<file path="config.mk">
export PLATFORM = sky130hd
export DESIGN_NAME = typec_port_control_regs
export DESIGN_NICKNAME = d
export VERILOG_FILES = /design/src/verilog/typec_ctl_pkg.sv /design/src/verilog/pin_sync3.sv /design/src/verilog/ms_countdown.sv /design/src/verilog/typec_port_control_regs.sv
export SDC_FILE = /design/constraint.sdc
export NUM_CORES = 1
export LEC_CHECK = 0
export BUFFER_PORTS_ARGS = -buffer_cell sky130_fd_sc_hd__buf_2
export CAP_MARGIN = 20
export CORE_MARGIN = 2
export CORE_UTILIZATION = 65
export DETAILED_ROUTE_END_ITERATION = 8
export PLACE_DENSITY = 0.87
export SYNTH_ARGS = -nofsm -noshare
export SYNTH_HDL_FRONTEND = slang
export SYNTH_HIERARCHICAL = 1
export SYNTH_SLANG_ARGS = --single-unit
</file>
<file path="constraint.sdc">
create_clock -name mclk -period 22.4 [get_ports mclk]
set_clock_uncertainty 0.1 [all_clocks]
set_input_delay 3.36 -clock mclk [delete_from_list [all_inputs] [get_ports mclk]]
set_output_delay 3.36 -clock mclk [all_outputs]
set_load 0.05 [all_outputs]
</file>
<file path="src/verilog/typec_ctl_pkg.sv">
package typec_ctl_pkg;

	// Register addresses
	localparam logic [7:0] ADDR_PORT_CONTROL           = 8'h04;
	localparam logic [7:0] ADDR_PORT_CONTROL_SECONDARY = 8'h05;
	localparam logic [7:0] ADDR_MANUAL_STATE_COMMAND   = 8'h09;

	// Reset values
	localparam logic [7:0] RST_PORT_CONTROL           = 8'h43;
	localparam logic [7:0] RST_PORT_CONTROL_SECONDARY = 8'h23;
	localparam logic [7:0] RST_MANUAL_STATE_COMMAND   = 8'h00;

	// Timing, in milliseconds and percent
	localparam int TOGGLE_BASE_MS      = 60;
	localparam int TOGGLE_STEP_MS      = 10;
	localparam int SINK_SHARE_BASE_PCT = 60;
	localparam int SINK_SHARE_STEP_PCT = 10;
	localparam int PCT_FULL            = 100;
	localparam int DEBOUNCE_BASE_MS    = 120;
	localparam int DEBOUNCE_STEP_MS    = 10;
	localparam logic [2:0] DEBOUNCE_MAX_CODE = 3'h6;

	// One millisecond at the 5 ns clock
	localparam int MS_NS             = 1000000;
	localparam int CLK_PERIOD_NS     = 5;
	localparam int MS_CYCLES_DEFAULT = MS_NS / CLK_PERIOD_NS;

	// Role code forced under the dead battery condition
	localparam logic [2:0] DEAD_BATTERY_ROLE = 3'h2;

	// Bit order of the synchronised pins
	localparam int PIN_EN    = 0;
	localparam int PIN_WEAK  = 1;
	localparam int PIN_DEAD  = 2;
	localparam int PIN_GPIO  = 3;
	localparam int PIN_COUNT = 4;
	localparam logic [PIN_COUNT-1:0] PIN_RESET = 4'h1;

	typedef struct packed {
		logic [1:0] toggle_cycle_period;
		logic [1:0] toggle_duty_split;
		logic       dangling_cable_aid_enable;
		logic [1:0] source_pullup_current;
		logic       global_int_mask;
	} port_control_t;

	typedef struct packed {
		logic       remedy_enable;
		logic [1:0] weak_supply_threshold;
		logic       weak_supply_sink_enable;
		logic       device_enable;
		logic [2:0] attach_debounce_time;
	} port_control_secondary_t;

	typedef struct packed {
		logic [1:0] unused;
		logic       force_source_cmd;
		logic       force_sink_cmd;
		logic       go_unattached_sink_cmd;
		logic       go_unattached_source_cmd;
		logic       disabled;
		logic       error_recovery_cmd;
	} manual_state_command_t;

	// One-cycle command pulses towards the port state machine
	typedef struct packed {
		logic error_recovery;
		logic force_source;
		logic force_sink;
		logic go_unattached_source;
		logic go_unattached_sink;
	} port_cmd_t;

	typedef enum logic [1:0] {
		PHASE_SINK   = 2'b01,
		PHASE_SOURCE = 2'b10
	} toggle_phase_t;

endpackage

</file>
<file path="src/verilog/pin_sync3.sv">
`timescale 1ns/1ps
module pin_sync3 import typec_ctl_pkg::*; #(
	parameter int               WIDTH     = 1,
	parameter logic [WIDTH-1:0] RESET_VAL = '0
) (
	input  wire logic             mclk,
	input  wire logic             rst_b,
	input  wire logic [WIDTH-1:0] async_in,
	output logic      [WIDTH-1:0] synced
);
	typedef struct packed {
		logic [WIDTH-1:0] s1;
		logic [WIDTH-1:0] s2;
		logic [WIDTH-1:0] s3;
		logic [WIDTH-1:0] out;
	} sync_state_t;

	sync_state_t s_q;
	sync_state_t s_d;

	// A bit changes only once the second and third stages agree
	always_comb begin
		s_d    = s_q;
		s_d.s1 = async_in;
		s_d.s2 = s_q.s1;
		s_d.s3 = s_q.s2;
		for (int i = 0; i < WIDTH; i++) begin
			if (s_q.s2[i] == s_q.s3[i]) begin
				s_d.out[i] = s_q.s3[i];
			end
		end
	end

	always_ff @(posedge mclk or negedge rst_b) begin
		if (!rst_b) begin
			s_q <= {RESET_VAL, RESET_VAL, RESET_VAL, RESET_VAL};
		end else begin
			s_q <= s_d;
		end
	end

	assign synced = s_q.out;
endmodule

</file>
<file path="src/verilog/ms_countdown.sv">
`timescale 1ns/1ps
module ms_countdown import typec_ctl_pkg::*; #(
	parameter int W = 8
) (
	input  wire logic         mclk,
	input  wire logic         rst_b,
	input  wire logic         clear,
	input  wire logic         start,
	input  wire logic         tick,
	input  wire logic [W-1:0] load_ms,
	output logic              done
);
	typedef struct packed {
		logic [W-1:0] left;
		logic         busy;
		logic         done;
	} cd_state_t;

	cd_state_t s_q;
	cd_state_t s_d;

	// Clear beats start so a dropped condition never fires late
	always_comb begin
		s_d      = s_q;
		s_d.done = 1'b0;
		if (clear) begin
			s_d.busy = 1'b0;
		end else if (start) begin
			s_d.left = load_ms;
			s_d.busy = (load_ms != '0);
		end else if (s_q.busy && tick) begin
			s_d.left = s_q.left - 1'b1;
			if (s_q.left == W'(1)) begin
				s_d.busy = 1'b0;
				s_d.done = 1'b1;
			end
		end
	end

	always_ff @(posedge mclk or negedge rst_b) begin
		if (!rst_b) begin
			s_q <= '0;
		end else begin
			s_q <= s_d;
		end
	end

	assign done = s_q.done;
endmodule

</file>
<file path="src/verilog/typec_port_control_regs.sv">
// Notes on behaviour
// - Control 7:6 sets full toggle cycle: 60, 70, 80, 90 ms; resets 01.
// - Control 5:4 splits sink/source share 60/40 to 30/70; resets 00.
// - Control bit 3 enables dangling-cable attach aid; resets 0.
// - Control 2:1 picks pull-up 80/180/330 uA; 00 reserved; resets 01.
// - Control bit 0 is global interrupt mask; while 1 interrupt stays off; resets 1.
// - Secondary bit 7 enables remedy detection; resets 0.
// - Secondary 6:5 sets weak-supply threshold 3.0 to 3.3 V; resets 01.
// - Secondary bit 4 makes weak supply force sink role; resets 0.
// - Register mode: enabled only with secondary bit 3 set and enable pin low.
// - Secondary 2:0 sets debounce 120 to 180 ms in 10 ms; 111 reserved.
// - Manual bit 5 write-one forces source; self-clearing.
// - Manual bit 4 write-one forces sink; self-clearing.
// - Manual bit 3 write-one enters unattached sink; self-clearing.
// - Manual bit 2 write-one enters unattached source; self-clearing.
// - Manual bit 1 holds disabled state until software clears it.
// - Manual bit 0 write-one enters error recovery; self-clearing.
// - Several manual bits: only one acts, bit 0 first, then 5, 4, 2, 3; others cleared.
// - New port role waits for disabled clear, otherwise overrides manual commands.
// - Dead battery forces role code 010 regardless of role pin.
`timescale 1ns/1ps
module typec_port_control_regs import typec_ctl_pkg::*; #(
	parameter int MS_CYCLES = MS_CYCLES_DEFAULT
) (
	input  wire logic                    mclk,
	input  wire logic                    rst_b,
	input  wire logic [7:0]              reg_addr,
	input  wire logic [7:0]              reg_wdata,
	input  wire logic                    reg_wr,
	output logic      [7:0]              reg_rdata,
	input  wire logic                    enable_pin_b,
	input  wire logic                    weak_supply_low,
	input  wire logic                    dead_battery,
	input  wire logic                    gpio_mode,
	input  wire logic                    irq_pending,
	input  wire logic                    portrole_written,
	input  wire logic [2:0]              portrole_code,
	input  wire logic                    attach_raw,
	output logic                         int_b,
	output logic                         device_enabled,
	output logic                         port_disabled,
	output port_cmd_t                    port_cmd,
	output logic                         role_apply,
	output logic [2:0]                   effective_role,
	output port_control_t                ctl_fields,
	output port_control_secondary_t      sec_fields,
	output logic                         weak_supply_sink_active,
	output toggle_phase_t                toggle_phase,
	output logic                         attach_confirmed
);
	localparam int PRE_W = $clog2(MS_CYCLES + 1);

	typedef struct packed {
		port_control_t           ctl;
		port_control_secondary_t sec;
		logic                    disabled;
		logic                    role_pending;
		logic                    role_apply;
		port_cmd_t               cmd;
		logic [7:0]              rdata;
		logic                    int_b;
		logic                    enabled;
		logic                    run;
		logic                    auto_sink;
		logic [2:0]              eff_role;
		toggle_phase_t           phase;
		logic                    attach_q;
		logic                    attached;
		logic [PRE_W-1:0]        prescale;
		logic                    tick;
	} regs_state_t;

	regs_state_t             s_q;
	regs_state_t             s_d;
	logic [PIN_COUNT-1:0]    pins;
	logic                    toggle_done;
	logic                    toggle_start;
	logic [7:0]              toggle_load;
	logic                    deb_done;
	logic                    deb_start;
	logic [7:0]              deb_load;
	logic                    wr_manual;
	manual_state_command_t   man_w;

	function automatic logic [7:0] sink_ms(input logic [1:0] period, input logic [1:0] split);
		logic [12:0] per;
		logic [12:0] pct;
		logic [12:0] prod;
		per  = 13'(TOGGLE_BASE_MS + TOGGLE_STEP_MS * int'(period));
		pct  = 13'(SINK_SHARE_BASE_PCT - SINK_SHARE_STEP_PCT * int'(split));
		prod = per * pct;
		return 8'(prod / 13'(PCT_FULL));
	endfunction

	function automatic logic [7:0] cycle_ms(input logic [1:0] period);
		return 8'(TOGGLE_BASE_MS + TOGGLE_STEP_MS * int'(period));
	endfunction

	pin_sync3 #(
		.WIDTH     (PIN_COUNT),
		.RESET_VAL (PIN_RESET)
	) u_pins (
		.mclk     (mclk),
		.rst_b    (rst_b),
		.async_in ({gpio_mode, dead_battery, weak_supply_low, enable_pin_b}),
		.synced   (pins)
	);

	ms_countdown #(.W(8)) u_toggle (
		.mclk    (mclk),
		.rst_b   (rst_b),
		.clear   (!s_q.run),
		.start   (toggle_start),
		.tick    (s_q.tick),
		.load_ms (toggle_load),
		.done    (toggle_done)
	);

	ms_countdown #(.W(8)) u_debounce (
		.mclk    (mclk),
		.rst_b   (rst_b),
		.clear   (!attach_raw),
		.start   (deb_start),
		.tick    (s_q.tick),
		.load_ms (deb_load),
		.done    (deb_done)
	);

	assign wr_manual = reg_wr && (reg_addr == ADDR_MANUAL_STATE_COMMAND);
	assign man_w     = manual_state_command_t'(reg_wdata);

	// Debounce length, reserved code held at the longest
	assign deb_load  = 8'(DEBOUNCE_BASE_MS + DEBOUNCE_STEP_MS *
		int'((s_q.sec.attach_debounce_time > DEBOUNCE_MAX_CODE) ? DEBOUNCE_MAX_CODE
		: s_q.sec.attach_debounce_time));
	assign deb_start = attach_raw && !s_q.attach_q;

	always_comb begin
		s_d          = s_q;
		toggle_start = 1'b0;
		toggle_load  = 8'h00;

		// Millisecond prescaler shared by both timers
		s_d.tick = 1'b0;
		if (s_q.prescale == PRE_W'(MS_CYCLES - 1)) begin
			s_d.prescale = '0;
			s_d.tick     = 1'b1;
		end else begin
			s_d.prescale = s_q.prescale + 1'b1;
		end

		// Plain read/write of both control registers
		if (reg_wr && reg_addr == ADDR_PORT_CONTROL) begin
			s_d.ctl = port_control_t'(reg_wdata);
		end
		if (reg_wr && reg_addr == ADDR_PORT_CONTROL_SECONDARY) begin
			s_d.sec = port_control_secondary_t'(reg_wdata);
		end

		// Disabled bit is an ordinary stored bit
		if (wr_manual) begin
			s_d.disabled = man_w.disabled;
		end

		// Role change held back while disabled, then overrides commands
		s_d.role_apply   = (portrole_written || s_q.role_pending) && !s_d.disabled;
		s_d.role_pending = (portrole_written || s_q.role_pending) && s_d.disabled;

		// Only the first written command in the order bit 0, 5, 4, 2, 3 acts, rest are dropped
		s_d.cmd = '0;
		if (wr_manual && !s_d.disabled && !s_d.role_apply) begin
			if (man_w.error_recovery_cmd) begin
				s_d.cmd.error_recovery = 1'b1;
			end else if (man_w.force_source_cmd) begin
				s_d.cmd.force_source = 1'b1;
			end else if (man_w.force_sink_cmd) begin
				s_d.cmd.force_sink = 1'b1;
			end else if (man_w.go_unattached_source_cmd) begin
				s_d.cmd.go_unattached_source = 1'b1;
			end else if (man_w.go_unattached_sink_cmd) begin
				s_d.cmd.go_unattached_sink = 1'b1;
			end
		end

		// Global mask keeps the interrupt line released
		s_d.int_b = !(irq_pending && !s_q.ctl.global_int_mask);

		// Register mode needs both the bit and the pin
		if (pins[PIN_GPIO]) begin
			s_d.enabled = !pins[PIN_EN];
		end else begin
			s_d.enabled = s_q.sec.device_enable && !pins[PIN_EN];
		end

		// Weak supply drops the port to sink
		s_d.auto_sink = s_q.sec.weak_supply_sink_enable && pins[PIN_WEAK];

		// Dead battery pins the role to sink only
		s_d.eff_role = pins[PIN_DEAD] ? DEAD_BATTERY_ROLE : portrole_code;

		// Toggle between sink and source shares while the port is enabled and not disabled
		s_d.run = s_q.enabled && !s_q.disabled;
		// Stopping parks the phase so a restart always begins in the sink share
		if (s_q.run && !s_d.run) begin
			s_d.phase = PHASE_SINK;
		end
		if (s_d.run && !s_q.run) begin
			s_d.phase    = PHASE_SINK;
			toggle_start = 1'b1;
		end else if (s_q.cmd.go_unattached_source) begin
			// Restart the cycle in the source share
			s_d.phase    = PHASE_SOURCE;
			toggle_start = 1'b1;
		end else if (s_q.cmd.go_unattached_sink) begin
			// Restart the cycle in the sink share
			s_d.phase    = PHASE_SINK;
			toggle_start = 1'b1;
		end else if (toggle_done) begin
			s_d.phase    = (s_q.phase == PHASE_SINK) ? PHASE_SOURCE : PHASE_SINK;
			toggle_start = 1'b1;
		end
		unique case (s_d.phase)
			PHASE_SINK: begin
				toggle_load = sink_ms(s_q.ctl.toggle_cycle_period, s_q.ctl.toggle_duty_split);
			end
			PHASE_SOURCE: begin
				toggle_load = cycle_ms(s_q.ctl.toggle_cycle_period)
					- sink_ms(s_q.ctl.toggle_cycle_period, s_q.ctl.toggle_duty_split);
			end
			default: begin
				toggle_load = 8'h00;
			end
		endcase

		// Attach confirmed only after a full quiet debounce
		s_d.attach_q = attach_raw;
		if (!attach_raw) begin
			s_d.attached = 1'b0;
		end else if (deb_done) begin
			s_d.attached = 1'b1;
		end

		// Self-clearing bits always read back as zero
		unique case (reg_addr)
			ADDR_PORT_CONTROL:           s_d.rdata = s_d.ctl;
			ADDR_PORT_CONTROL_SECONDARY: s_d.rdata = s_d.sec;
			ADDR_MANUAL_STATE_COMMAND:   s_d.rdata = {6'h00, s_d.disabled, 1'b0};
			default:                     s_d.rdata = 8'h00;
		endcase
	end

	always_ff @(posedge mclk or negedge rst_b) begin
		if (!rst_b) begin
			s_q          <= '0;
			s_q.ctl      <= port_control_t'(RST_PORT_CONTROL);
			s_q.sec      <= port_control_secondary_t'(RST_PORT_CONTROL_SECONDARY);
			s_q.disabled <= RST_MANUAL_STATE_COMMAND[1];
			s_q.int_b    <= 1'b1;
			s_q.phase    <= PHASE_SINK;
		end else begin
			s_q <= s_d;
		end
	end

	assign reg_rdata               = s_q.rdata;
	assign int_b                   = s_q.int_b;
	assign device_enabled          = s_q.enabled;
	assign port_disabled           = s_q.disabled;
	assign port_cmd                = s_q.cmd;
	assign role_apply              = s_q.role_apply;
	assign effective_role          = s_q.eff_role;
	// Aid enables go straight out to the detection logic
	// Pull-up code passed as stored, reserved code included
	// Remedy enable passed to the detection logic
	// Threshold code drives the supply comparator
	assign ctl_fields              = s_q.ctl;
	assign sec_fields              = s_q.sec;
	assign weak_supply_sink_active = s_q.auto_sink;
	assign toggle_phase            = s_q.phase;
	assign attach_confirmed        = s_q.attached;
endmodule

</file>
After elaboration in Yosys (flattened, before gate mapping)
Cells that the tools add are included.

RAM bits: 0. Bits of input ports: 29. Latch bits: 0. Memories: 0. Word-level logic and storage cells: 151. Memory bits (read-only): 0. Bits in registers: 98.

Reductions and logical operators: 34. Order comparisons: 1. Eq/ne operators: 18. Bitwise operators: 0. Add/subtract/negate cells: 7. Multipliers: 4. Mux-type cells: 44. Div/mod/pow operators: 1. Shift-type cells: 0.

Operator list (count): 8-bit case mux with 3 select lines (1); 1-bit 2-to-1 mux (21); 10-bit 2-to-1 mux (2); 18-bit by 1-bit adder with 18-bit output, second input constant (1); 18-bit equality test, second input constant (1); 18-bit 2-to-1 mux (1); 2-bit 2-to-1 mux (9); 9-bit 2-to-1 mux (2); 8-bit by 1-bit equality test with 1-bit output, second input constant (2); 8-bit by 3-bit equality test with 1-bit output, second input constant (2); 1-bit logical AND (16); 8-bit 2-to-1 mux (2); 8-bit case mux with 2 select lines (1); 8-bit nonzero test (2); 8-bit by 1-bit subtractor with 8-bit output, second input constant (2); 13-bit by 7-bit divider with 13-bit output, second input constant (1); 8-bit by 7-bit multiplier with 13-bit output (1); 3-bit by 1-bit inequality test with 1-bit output, second input constant (4); 3-bit by 2-bit multiplier with 5-bit output, first input constant (2); 1-bit zero test (9); 3-bit 2-to-1 mux (3); 7-bit by 7-bit adder with 8-bit output, first input constant (1); 8-bit by 4-bit equality test with 1-bit output, second input constant (1); 2-bit AND reduction (4); other kinds (13) (18).

Depth between registers and ports, before layout
Word-level depth: 14. Gate-level depth with buffers: 39.

By module
The synthesis kept the hierarchy.

By module, submodules not included: typec_port_control_regs (cells each 579, times used 1, area an instance 5331.4 µm²); ms_countdown (cells each 70, times used 2, area an instance 615.6 µm²); pin_sync3 (cells each 24, times used 1, area an instance 480.5 µm²).

Worst setup path before layout
No wires, ideal clock.

Kind: register to register. Start: register s_q (netlist bit ctl_fields[6]). End: register u_toggle/s_q[1] in the netlist's numbering. Setup slack: 13303 ps. Buffers on the path: 0. Data required time: 22174 ps. Period minus slack after synthesis: 9097 ps. Arrival time: 8871 ps. Stages on the path, launching flop included: 38. Path through: dfstp_2 inv_1 ha_1 or2_2 fa_1 inv_1 ha_1 inv_1 fa_1 inv_1 ha_1 ha_1 fa_1 a211oi_2 nor2_2 o41ai_4 a211oi_1 a32o_1 [2 not listed] mux2i_1 or3_1 nand4_1 a211oi_4 mux2i_1 or2_1 ha_1 a21o_1 a21o_1 a21o_1 a21o_1 xor2_1 nand2_1 o21ai_0 nor2b_1 or4_1 o21ai_0 a21oi_2.

Word-level cells in the longest chain between the ends: 9.

RTL lines: start, declared (RTL line typec_port_control_regs.sv:73) `regs_state_t s_q;`; 3-bit by 2-bit multiplier with 5-bit output * (RTL line typec_port_control_regs.sv:89, typec_port_control_regs.sv:96); 6-bit by 6-bit adder with 7-bit output * (RTL line typec_port_control_regs.sv:89, typec_port_control_regs.sv:96); 8-bit by 7-bit multiplier with 13-bit output (RTL line typec_port_control_regs.sv:91) `prod = per * pct;`; 13-bit by 7-bit divider with 13-bit output (RTL line typec_port_control_regs.sv:92) `return 8'(prod / 13'(PCT_FULL));`; 7-bit by 8-bit subtractor with 8-bit output (RTL line typec_port_control_regs.sv:228) `- sink_ms(s_q.ctl.toggle_cycle_period, s_q.ctl.toggle_duty_split);`; 8-bit case mux with 2 select lines * (RTL line typec_port_control_regs.sv:222) `unique case (s_d.phase)`; via toggle_load[5] (RTL line typec_port_control_regs.sv:78) `logic [7:0] toggle_load;`; 8-bit nonzero test * (RTL line ms_countdown.sv:30) `s_d.busy = (load_ms != '0);`; 9-bit 2-to-1 mux * (RTL line ms_countdown.sv:28) `end else if (start) begin`; 1-bit 2-to-1 mux * (RTL line ms_countdown.sv:26) `if (clear) begin`; end signal, assigned (RTL line ms_countdown.sv:42) `s_q <= '0;`; end signal, assigned (RTL line ms_countdown.sv:44) `s_q <= s_d;`; end, declared (RTL line ms_countdown.sv:19) `cd_state_t s_q;`.

Mark *: on every way through the listed nets, which the timed path passes. The rest lies on a longest branch. A chain may end at the register's enable or synchronous reset.

Final worst setup path
Ends and elaborated chain as after synthesis.

==> summary.txt <==
Status
  – Status: completed

Min path
  – Hold path endpoint: u_pins/s_d[5]$_DFF_PN0_
  – Hold WC Path Type: reg2reg
  – Hold path startpoint: u_pins/s_d[9]$_DFF_PN0_
  – Hold Crit Depth: 0

Critical path
  – Setup Crit Path Kind: reg2reg
  – FF-to-FF Start: ctl_fields[6]$_DFF_PN1_
  – FF-to-FF setup slack: 12550 ps
  – Max stage delay on crit path: 610 ps
  – R2r worst-path depth: 37
  – Req. time, crit path: 22560 ps
  – Reg-to-Reg End: u_toggle/s_q[1]$_DFFE_PN0P_
  – Most used cell, CP: ha_1
  – CP delay by family, top: adder cells
  – Crit-path max FO: 9
  – Worst Path Buf+Inv: 4
  – Critical Path Source Type: register
  – Worst path slowest cell: dfstp_2
  – Arrival time worst endpoint: 10010 ps
  – Crit. End Element: register

Route
  – Via density: 6.07
  – Pre-antenna DRT Iters: 6
  – DR iter-0 viols: 399
  – Detailed-route wire length per cell: 16.8 um
  – DRC violations left: 0
  – Final wirelength: 15.2 mm
  – Antenna viol nets, final: 0
  – Via count: 5524

Timing
  – Setup violations, final: 0
  – Total negative setup slack: 0 ps
  – RSZ-0062 raised after global routing: no
  – Max Clk Rate: 102 MHz
  – Worst slew pin tran: 908 ps
  – Slew Limit Fails: 0
  – Hold Fails Final Rpt: 0
  – Slew headroom: 39.5%
  – Crit share post-route: 44.0%
  – Tmin final: 9850 ps

Logic synthesis
  – Ys flop type: dfrtp_1
  – Seq cells post-synth: 98
  – Cell area after synthesis: 7040 um^2
  – Sequential element share of the synthesized area: 35.0%
  – Asr flop ratio synth: 100%
  – Post-Syn Instances: 743
  – Ys Warns: 6
  – Count of different cell masters after synthesis: 86
  – EDFF count, synth: 0
  – Syn avg cell area: 9.48 um^2

Global route
  – First-pass GRT wire length: 25.2 mm
  – Vias in the first global route: 5305
  – Largest net degree at the start of global routing: 78
  – Initial antenna violation count: 0
  – Overall Global Routing Usage: 27.2%
  – Global route overflow: 0

Clocking
  – Clk_lat worst skew: 370 ps
  – Hold_buf cts: 0
  – Root Driver: clkbuf_8
  – Setup Buffers After CTS: 0
  – TritonCTS buffer count: 9
  – # clock sinks: 98
  – H-tree level count: 3
  – Clock transition at the registers of the reported paths: 100 ps
  – CTS tree: built
  – Clk buf depth: 2
  – Post-cts sizing count: 0

Flow run
  – Max Cap Violations: 0

Floorplan
  – # rows: 38
  – Die Width: 108 um
  – Top Ports: 69
  – Starting density of the core: 65.8%
  – Die area: 11700 um^2
  – CORE AREA: 10700 um^2
  – Die Y: 108 um

Final layout
  – Commonest non-fill, non-tap cell in the layout: nor2_1
  – Commonest cells after routing, fill and taps aside: nor2_1 (89), dfrtp_1 (86), buf_2 (67), ha_1 (49), inv_1 (43)
  – Layout area overhead: 4.51%
  – Fillers: 806
  – Multi-input logic area: 4020 um^2
  – N_diodes: 0
  – Final nets: 857
  – FF/Latch Area: 2470 um^2
  – Share of layout cells above drive strength 1: 20.9%

Placed design
  – Dpl hpwl: 11.5 mm
  – Final GP Congestion: 0.900
  – # port buffers: 68
[kinds of logic (layout without fill, tap and decap cells)]
family | count (synthesis) | count (layout) | synth area share [%]
AOI/OAI and AO/OA | 148 | 148 | 15.8
xor gates and xnor gates | 31 | 31 | 3.86
adders and majority gates | 67 | 67 | 13.3
buffers and inverters | 102 | 128 | 7.94
DFF | 98 | 98 | 35.0
muxes | 22 | 22 | 3.46
other | 1 | 2 | 0.0532
and+or+nand+nor | 274 | 274 | 20.6
[layout make-up]
type                            instances  area share (%)
Inverter                               43            2.19
Clock inverter                          6           0.663
Clock buffer                           10            1.87
Sequential cell                        98            33.5
Multi-Input combinational cell        544            54.6
Tap cell                              140            2.38
Timing Repair Buffer                   69            4.76
[registers in the layout, indices dropped and copies added (netlist names), 2 cells and up]
| signal | flops |
|---|---|
| u_debounce/s_q | 9 |
| toggle_phase | 2 |
| u_pins/s_d | 8 |
| effective_role | 3 |
| reg_rdata | 8 |
| u_pins/s_q | 4 |
| sec_fields | 8 |
| s_q | 22 |
| ctl_fields | 8 |
| u_pins/synced | 4 |
| u_toggle/s_q | 9 |
| port_cmd | 5 |
[metal layers]
metal  share of wire, %  vias to the layer above  track usage [%]
met2                 49                      176             44.9
met5                  0                        -                0
met1                 44                     2711             36.5
met3                4.9                       30             4.40
li1                   -                     2607                -
met4                2.2                        0             9.89
[cell usage after synthesis, types with 9 or more instances]
master,number,area (um^2)
o21ai_0,41,205
nor2b_1,12,75.1
dfrtp_1,86,2150
and3_1,9,56.3
xnor2_1,17,149
ha_1,49,613
nor3_1,30,150
mux2_2,15,169
nand3_1,12,60.1
buf_4,39,293
inv_1,43,161
or3_1,9,56.3
dfstp_2,12,315
xor2_1,14,123
nand2_1,34,128
nand2b_1,16,100
nor2_1,89,334
clkbuf_1,14,52.6
fa_1,14,280
a21oi_1,26,130
[metrics by stage]
step                      std cells  area (um^2)  setup slack, ps  util [%]  hold slack (ps)
after floorplan                 744         7050            13300         -              231
after global placement          894         7170            12880      67.1              235
after detailed placement        894         7170            12650      67.1              236
after CTS                       910         7360            12620      68.8              269
after global routing            910         7360            12030      68.8              277
final                           910         7360            12550      68.8              269
[worst max path at each step]
stage,start,endpoint,slack [ps],depth (start not counted)
floorplan,ctl_fields[6]$_DFF_PN1_,u_toggle/s_q[1]$_DFFE_PN0P_,13300,37
global placement,ctl_fields[6]$_DFF_PN1_,u_toggle/s_q[1]$_DFFE_PN0P_,12880,37
detailed placement,ctl_fields[6]$_DFF_PN1_,u_toggle/s_q[1]$_DFFE_PN0P_,12650,37
CTS,ctl_fields[6]$_DFF_PN1_,u_toggle/s_q[1]$_DFFE_PN0P_,12620,37
global route,ctl_fields[6]$_DFF_PN1_,u_toggle/s_q[1]$_DFFE_PN0P_,12030,37
finish,ctl_fields[6]$_DFF_PN1_,u_toggle/s_q[1]$_DFFE_PN0P_,12550,37
Power is not shown: default switching activity piles up to over one toggle a cycle in this logic, so the estimate is an artifact.
